[src/sfrdec_pkg.sv]
// package: address map, field positions and reset values for the register space decoder
package sfrdec_pkg;
  // peripheral register space bounds
  localparam logic [7:0] SFRDEC_SPACE_LO    = 8'h80;
  localparam logic [7:0] SFRDEC_SPACE_HI    = 8'hff;
  // register addresses handled here
  localparam logic [7:0] SFRDEC_ADDR_EXTCFG = 8'h85;
  localparam logic [7:0] SFRDEC_ADDR_PAGE   = 8'haa;
  // external memory configuration fields
  localparam int         SFRDEC_FWE_BIT     = 6;
  localparam logic [7:0] SFRDEC_EXTCFG_RO   = 8'h03;
  localparam logic       SFRDEC_FWE_RST     = 1'b0;
  localparam logic [2:0] SFRDEC_PAGE_RST    = 3'h0;
  // external data space windows
  localparam logic [15:0] SFRDEC_WIN_LO     = 16'h0400;
  localparam logic [15:0] SFRDEC_WIN_HI     = 16'h07ff;
  localparam int          SFRDEC_EXTERNAL_DATA_RAM_AW    = 10;
  // usb buffer access: cycles of wait added by the slower domain
  localparam logic [1:0]  SFRDEC_USB_WAIT   = 2'h2;
  // access phase of the external-move sequencer
  typedef enum logic [1:0] {
    SFRDEC_IDLE = 2'b00,
    SFRDEC_WAIT = 2'b01,
    SFRDEC_DONE = 2'b11
  } sfrdec_state_e;
endpackage

[src/sfrdec_map_if.sv]
// interface: address map lookup between the decoder top and its map module
`timescale 1ns/1ps
interface sfrdec_map_if;
  logic [7:0] addr;
  logic       in_space;
  logic       bit_ok;
  logic       known;
  modport top (output addr, input in_space, input bit_ok, input known);
  modport map (input addr, output in_space, output bit_ok, output known);
endinterface

[src/sfrdec_map.sv]
// module: fixed peripheral register map lookup
`timescale 1ns/1ps
module sfrdec_map (
  sfrdec_map_if.map m
);
  import sfrdec_pkg::*;

  // occupied locations, one bit per address 0x80..0xff, row by row
  localparam logic [127:0] OCCUPIED = {
    8'hff, 8'hff, 8'hff, 8'hff, 8'h7f, 8'hff, 8'hbf, 8'hff,
    8'h7f, 8'hff, 8'hd7, 8'hff, 8'hff, 8'hff, 8'hff, 8'hff
  };

  wire [6:0] idx = m.addr[6:0];

  // decode of the upper range and bit-addressable rows
  assign m.in_space = (m.addr >= SFRDEC_SPACE_LO) && (m.addr <= SFRDEC_SPACE_HI);
  assign m.bit_ok   = m.in_space && (m.addr[2:0] == 3'h0);
  assign m.known    = m.in_space && OCCUPIED[idx];
endmodule

[src/sfrdec_top.sv]
// module: peripheral register space decoder with external memory configuration register
`timescale 1ns/1ps
module sfrdec_top (
  input  wire logic        mclk,
  input  wire logic        reset,
  // core register access
  input  wire logic        sfr_valid,
  input  wire logic        sfr_indirect,
  input  wire logic        sfr_write,
  input  wire logic        sfr_bit,
  input  wire logic [2:0]  sfr_bit_pos,
  input  wire logic [7:0]  sfr_addr,
  input  wire logic [7:0]  sfr_wdata,
  input  wire logic [7:0]  periph_rdata,
  output logic      [7:0]  sfr_rdata,
  output logic             sfr_ready,
  output logic             periph_sel,
  output logic             uram_sel,
  output logic             bit_refused,
  // external-move access
  input  wire logic        xm_valid,
  input  wire logic        xm_paged,
  input  wire logic [15:0] xm_addr,
  output logic             xm_ready,
  output logic             xm_to_usb,
  output logic [9:0]       xm_ram_addr,
  // state views
  output logic             fifo_window_enable,
  output logic [2:0]       external_data_ram_page_select
);
  import sfrdec_pkg::*;

  // map lookup module and the interface that carries its answers
  sfrdec_map_if mi ();
  sfrdec_map u_map (.m(mi));

  // stored configuration state
  logic          fwe_r;
  logic [2:0]    page_r;

  // external-move sequencer state
  sfrdec_state_e st_r;
  logic [1:0]    wcnt_r;
  logic          usb_hold_r;
  logic [9:0]    ram_addr_hold_r;

  // next values of the sequencer state
  sfrdec_state_e st_nxt;
  logic [1:0]    wcnt_nxt;
  logic          usb_hold_nxt;
  logic [9:0]    ram_addr_hold_nxt;

  // merge a single bit write into a byte
  function automatic logic [7:0] merge_bit(input logic [7:0] old, input logic [2:0] pos,
                                           input logic val);
    logic [7:0] res;
    res      = old;
    res[pos] = val;
    return res;
  endfunction

  // register space decode: direct mode reaches the registers
  assign mi.addr = sfr_addr;
  wire direct     = sfr_valid && !sfr_indirect;
  wire hit        = direct && mi.in_space;

  // indirect mode above 0x7f goes to the upper data ram, never to a register
  wire to_uram    = sfr_valid && sfr_indirect && sfr_addr[7];

  // bit accesses only on aligned rows; any other bit access is refused and dropped
  wire bit_bad    = hit && sfr_bit && !mi.bit_ok;
  wire take       = hit && !bit_bad;

  // selects of the two registers held here and of the other occupied locations
  wire sel_cfg    = take && (sfr_addr == SFRDEC_ADDR_EXTCFG);
  wire sel_page   = take && (sfr_addr == SFRDEC_ADDR_PAGE);
  wire sel_per    = take && mi.known && !sel_cfg && !sel_page;

  // visible bytes; fixed bits come from constants, so no write can reach them
  wire [7:0] cfg_view  = {1'b0, fwe_r, SFRDEC_EXTCFG_RO[5:0]};
  wire [7:0] page_view = {5'h00, page_r};

  // write values; a bit write lands on the visible byte at the given position
  wire [7:0] cfg_wb    = sfr_bit ? merge_bit(cfg_view, sfr_bit_pos, sfr_wdata[0]) : sfr_wdata;
  wire [7:0] page_wb   = sfr_bit ? merge_bit(page_view, sfr_bit_pos, sfr_wdata[0]) : sfr_wdata;

  // read data; writes, reserved and refused accesses answer zero
  wire [7:0] rd_byte   = sel_cfg  ? cfg_view :
                         sel_page ? page_view :
                         sel_per  ? periph_rdata : 8'h00;
  wire [7:0] rd_data   = sfr_bit ? {7'h00, rd_byte[sfr_bit_pos]} : rd_byte;
  wire [7:0] rdata_nxt = (sfr_write || !take) ? 8'h00 : rd_data;

  // next values of the stored bits; only bit 6 and the page bits are kept
  wire       cfg_we   = sfr_write && sel_cfg;
  wire       page_we  = sfr_write && sel_page;
  wire       fwe_nxt  = cfg_we ? cfg_wb[SFRDEC_FWE_BIT] : fwe_r;
  wire [2:0] page_nxt = page_we ? page_wb[2:0] : page_r;

  // configuration registers
  always_ff @(posedge mclk) begin
    if (reset) begin
      fwe_r  <= SFRDEC_FWE_RST;
      page_r <= SFRDEC_PAGE_RST;
    end else begin
      fwe_r  <= fwe_nxt;
      page_r <= page_nxt;
    end
  end

  // register access answer, one cycle after the request
  always_ff @(posedge mclk) begin
    if (reset) begin
      sfr_rdata   <= 8'h00;
      sfr_ready   <= 1'b0;
      periph_sel  <= 1'b0;
      uram_sel    <= 1'b0;
      bit_refused <= 1'b0;
    end else begin
      sfr_rdata   <= rdata_nxt;
      sfr_ready   <= sfr_valid;
      periph_sel  <= sel_per;
      uram_sel    <= to_uram;
      bit_refused <= bit_bad;
    end
  end

  // external-move address: the paged form takes its high byte from the page select
  wire [15:0] xa_paged = {5'h00, page_r, xm_addr[7:0]};
  wire [15:0] xa       = xm_paged ? xa_paged : xm_addr;

  // window decode; while enabled the usb buffer hides the ordinary ram there
  wire        in_win   = (xa >= SFRDEC_WIN_LO) && (xa <= SFRDEC_WIN_HI);
  wire        usb_hit  = fwe_r && in_win;

  // ordinary ram repeats every 1k, so the upper address bits are dropped
  wire [9:0]  ram_addr = xa[SFRDEC_EXTERNAL_DATA_RAM_AW-1:0];

  // sequencer next state; usb window moves wait for the slower domain first
  // requests that arrive while busy are ignored, so the core waits for xm_ready
  always_comb begin
    st_nxt            = st_r;
    wcnt_nxt          = wcnt_r;
    usb_hold_nxt      = usb_hold_r;
    ram_addr_hold_nxt = ram_addr_hold_r;
    unique case (st_r)
      SFRDEC_IDLE: begin
        if (xm_valid) begin
          usb_hold_nxt      = usb_hit;
          ram_addr_hold_nxt = ram_addr;
          wcnt_nxt          = SFRDEC_USB_WAIT;
          st_nxt            = usb_hit ? SFRDEC_WAIT : SFRDEC_DONE;
        end
      end
      SFRDEC_WAIT: begin
        wcnt_nxt = wcnt_r - 2'h1;
        if (wcnt_r == 2'h1) begin
          st_nxt = SFRDEC_DONE;
        end
      end
      SFRDEC_DONE: begin
        st_nxt = SFRDEC_IDLE;
      end
      default: begin
        st_nxt = SFRDEC_IDLE;
      end
    endcase
  end

  // sequencer registers
  always_ff @(posedge mclk) begin
    if (reset) begin
      st_r            <= SFRDEC_IDLE;
      wcnt_r          <= 2'h0;
      usb_hold_r      <= 1'b0;
      ram_addr_hold_r <= 10'h000;
    end else begin
      st_r            <= st_nxt;
      wcnt_r          <= wcnt_nxt;
      usb_hold_r      <= usb_hold_nxt;
      ram_addr_hold_r <= ram_addr_hold_nxt;
    end
  end

  // move completion seen by the output registers
  wire        xm_done  = (st_r == SFRDEC_DONE);

  // external-move outputs registered
  always_ff @(posedge mclk) begin
    if (reset) begin
      xm_ready    <= 1'b0;
      xm_to_usb   <= 1'b0;
      xm_ram_addr <= 10'h000;
    end else begin
      xm_ready    <= xm_done;
      xm_to_usb   <= xm_done && usb_hold_r;
      xm_ram_addr <= ram_addr_hold_r;
    end
  end

  // state views
  always_ff @(posedge mclk) begin
    if (reset) begin
      fifo_window_enable <= 1'b0;
      external_data_ram_page_select   <= 3'h0;
    end else begin
      fifo_window_enable <= fwe_r;
      external_data_ram_page_select   <= page_r;
    end
  end
endmodule

[config.mk]
export PLATFORM = sky130hd
export DESIGN_NAME = sfrdec_top
export DESIGN_NICKNAME = d
export VERILOG_FILES = /design/src/sfrdec_pkg.sv /design/src/sfrdec_map_if.sv /design/src/sfrdec_map.sv /design/src/sfrdec_top.sv
export SDC_FILE = /design/constraint.sdc
export NUM_CORES = 1
export LEC_CHECK = 0
export ABC_AREA = 1
export BUFFER_PORTS_ARGS = -buffer_cell sky130_fd_sc_hd__buf_2
export CORE_MARGIN = 5
export CORE_UTILIZATION = 25
export DETAILED_ROUTE_END_ITERATION = 16
export GPL_ROUTABILITY_DRIVEN = 0
export GPL_TIMING_DRIVEN = 0
export SLEW_MARGIN = 40
export SYNTH_ARGS = -nofsm -noshare
export SYNTH_HDL_FRONTEND = slang
export SYNTH_SLANG_ARGS = --single-unit
[constraint.sdc]
create_clock -name mclk -period 1.58 [get_ports mclk]
set_input_delay 0.395 -clock mclk [delete_from_list [all_inputs] [get_ports mclk]]
set_output_delay 0.395 -clock mclk [all_outputs]
set_load 0.01 [all_outputs]
==> impl_results.md <==
- DR vias: 1,777
- Worst reg-to-reg setup slack: 0.39 ns
- Crit-path cells: buf_2 > inv_2 > nand2_1 > nand2_1 > nand2_1 > nor2_1 > nand3_2 > nand3_1 > nand2_1 > nor2_1 > nor2_1 > nor2_1 > a21oi_1
- CTS buffer count: 5
- Num rows: 31
- Post-CTS Resized: 0
- Share of cells above drive strength 1: 29.4%
- Maximum clock path buffer count: 2
- DRC: 0
- Worst reg2reg path depth: 5
- Worst slew pin tran: 0.508 ns
- Antenna viol nets, final: 0
- CP endpoint kind: register
- Critical path class: primary input to register
- Reg clk slew, reported paths: 0.09 ns
- Hold worst-path end: sfr_ready$_SDFF_PP0_
- Avg Cell Area, Syn: 7.58 um2
- IO Count: 79
- Place WS: -0.154 ns
- Sequential area share after synthesis: 50.1%
- Max Fclk: 724 MHz
- First-pass GRT wire length: 8200 um
- Total Power: 2.47 mW
- Synth top area share: 50.1%
- VDD IR max: 0.354 mV
- Crit start category: primary input
- Required @ worst endpoint: 1.77 ns
- Setup TNS: 0 ns
- CTS tree: yes
- Number of global-route vias before repair: 1,808
- CP Data Arrival Time: 1.57 ns
- Largest net degree at the start of global routing: 17
- Minimum clock period: 1.38 ns
- Initial Util: 25.8%
- Slew HR: 66.1%
- Setup Buffers After CTS: 0
- Initial drt markers: 70
- RSZ-0062 raised after global routing: false
- Slowest-stage cell, CP: nand3_2
- Final HPWL from detailed placement: 3760 um
- Leading area contributor after synthesis: dfxtp_1
- Static Leak: 1.21 nW
- Worst min path class: primary input to register
- Die X: 96.7 um
- Fin worst setup slack: 0.199 ns
- Hold Startpoint: sfr_valid
- PwrDens: 994 mW/mm2
- Later-pin clock latency in the skew report: 0.30 ns
- YS warnings: 0
- Tcrit/Tclk final: 87.4%
- Layout Nets: 381
- GRT overflow: 0
- Global-route usage over all layers: 10.5%
- Clock sink count: 47
- Worst reg2reg endpoint: ram_addr_hold_r[8]$_SDFFE_PP0P_
- FF+latch count, synth: 47
- Antenna violations before repair: 0
- Post-CTS Hold Fix Bufs: 0
- Diode count: 0
- Syn Std Cell Area: 0.00188 mm2
- Hold Vio Cnt, Final: 0
- Max-cap check violation count: 0
- Clk_skew: 0.00764 ns
- Drt first pass iters: 4
- Die Footprint: 0.00935 mm2
- Fillers: 827
- Core ar.: 0.00729 mm2
- Final hold slack: 0.315 ns
- Final WL: 4780 um
- Worst path bufs/invs: 2
- Area contributors post-synth: dfxtp_1 50%, nand2_1 7.4%, nor2_1 7.2%, inv_1 6.4%, a21oi_1 6.1%
- Root Buffer: clkbuf_8
- Vias per Instance: 4.14
- Final setup vio count: 0
- Area delta synth->final: 32.4%
- H-tree levels: 2
- Wire per inst: 11.1 um
- Port buffer count: 74
- WHS Path Cells: 3
- FF-to-FF Start: st_r[1]$_SDFFE_PP0P_
- Slowest Stage Delay on Critical Path: 0.20 ns
- Slew Viols, Final: 0
- Max FO, Critical Path: 8
- Crit path max-delay family: simple AND/OR/NAND/NOR gates
- Syn_nets: 300
- Die outline height: 96.7 um
- Status: completed
- Post-synth cell types: 25
- Cells after synthesis: 248
[flip-flops by register name, summed over array words and instances, names as in the netlist]
| name | flops |
|---|---|
| page_r | 3 |
| xm_ram_addr | 10 |
| sfr_ready | 1 |
| usb_hold_r | 1 |
| sfr_rdata | 8 |
| fifo_window_enable | 1 |
| uram_sel | 1 |
| periph_sel | 1 |
| external_data_ram_page_select | 3 |
| st_r | 2 |
| fwe_r | 1 |
| bit_refused | 1 |
| xm_to_usb | 1 |
| ram_addr_hold_r | 10 |
| wcnt_r | 2 |
| xm_ready | 1 |
[layer usage]
layer	GRT usage, %	up-vias	routed length (um)
met5	0	-	0
met4	2.92	0	44
met3	4.32	5	447
met2	16.5	66	2020
met1	13.3	751	2270
li1	-	955	-
[through the flow]
step	utilization [%]	instances	instance area [um2]
final	34.1	429	2490
after global routing	34.1	429	2490
after CTS	34.1	429	2490
after detailed placement	32.5	421	2370
after global placement	32.5	421	2370
after floorplan	-	248	1880
[worst max-delay path by stage]
stage / from / end / slack [ns] / depth (start not counted)
after floorplan: sfr_addr[4] / sfr_rdata[0]$_SDFF_PP0_ / 0.20 / 12
after detailed placement: reset / xm_ram_addr[7]$_SDFF_PP0_ / -0.15 / 4
after CTS: reset / xm_ram_addr[7]$_SDFF_PP0_ / 0.17 / 4
final: sfr_addr[4] / sfr_rdata[0]$_SDFF_PP0_ / 0.20 / 13
after global placement: reset / periph_sel$_SDFF_PP0_ / -0.13 / 4
after global routing: sfr_addr[4] / sfr_rdata[0]$_SDFF_PP0_ / 0.02 / 13
[cell families after synthesis]
logic type / after synthesis / synth area share (%)
DFF: 47 / 50.1
and+or+nand+nor: 110 / 27.6
buffers and inverters: 41 / 8.19
adders and majority gates: 1 / 0.666
AOI/OAI and AO/OA: 49 / 13.5
[synth_stat cells (all sizes together)]
library cell and instances:
nand3 15, dfxtp 47, o21bai 1, nor2 39, and3 1, nor3 6
o21ai 22, and2 1, nand4 4, clkbuf 5, ha 1, a21oi 23
inv 36, nand2 43, o41ai 1, a31oi 2, nor4 1
[power breakdown]
group / leakage (nW) / switching, mW / internal, mW / total [mW]
clock: 0.0548 / 0.421 / 0.477 / 0.897
combinational: 0.769 / 0.188 / 0.122 / 0.310
sequential: 0.383 / 0.0173 / 1.25 / 1.27
total: 1.21 / 0.626 / 1.85 / 2.47
[cell usage in the layout, fill, tap and decap left out, types with 2 or more instances in the layout]
master / Yosys / routed
dfxtp_1: 47 / 47
inv_2: 4 / 4
nand3_2: 2 / 2
nand2_1: 37 / 37
a21oi_1: 23 / 23
nor3_1: 6 / 6
buf_2: 0 / 74
nand4_1: 4 / 4
nand2_2: 4 / 4
nor2_1: 36 / 36
a31oi_1: 2 / 2
nand2_4: 2 / 2
nand3_1: 13 / 13
clkbuf_8: 0 / 5
inv_1: 32 / 32
o21ai_0: 21 / 21
clkbuf_1: 5 / 5
[final cells by class]
class                   count  area, um2  share of cell area [%]
plain buffers               5       18.8                   0.754
clock buffers               5       68.8                    2.77
clock inverters             3       46.3                    1.86
inverters                  36        135                    5.43
multi-input cells         160        785                    31.5
flip-flops and latches     47        941                    37.8
well taps                  99        124                    4.98
repair buffers             74        370                    14.9
[worst reg2reg max path, stage by stage (launching register included)]
cell	delay (ns)
dfxtp_1	0.34
inv_1	0.05
nand3_1	0.12
clkbuf_1	0.34
o21ai_0	0.15
a21oi_1	0.13
No activity file was read; power rests on OpenSTA's default activity.
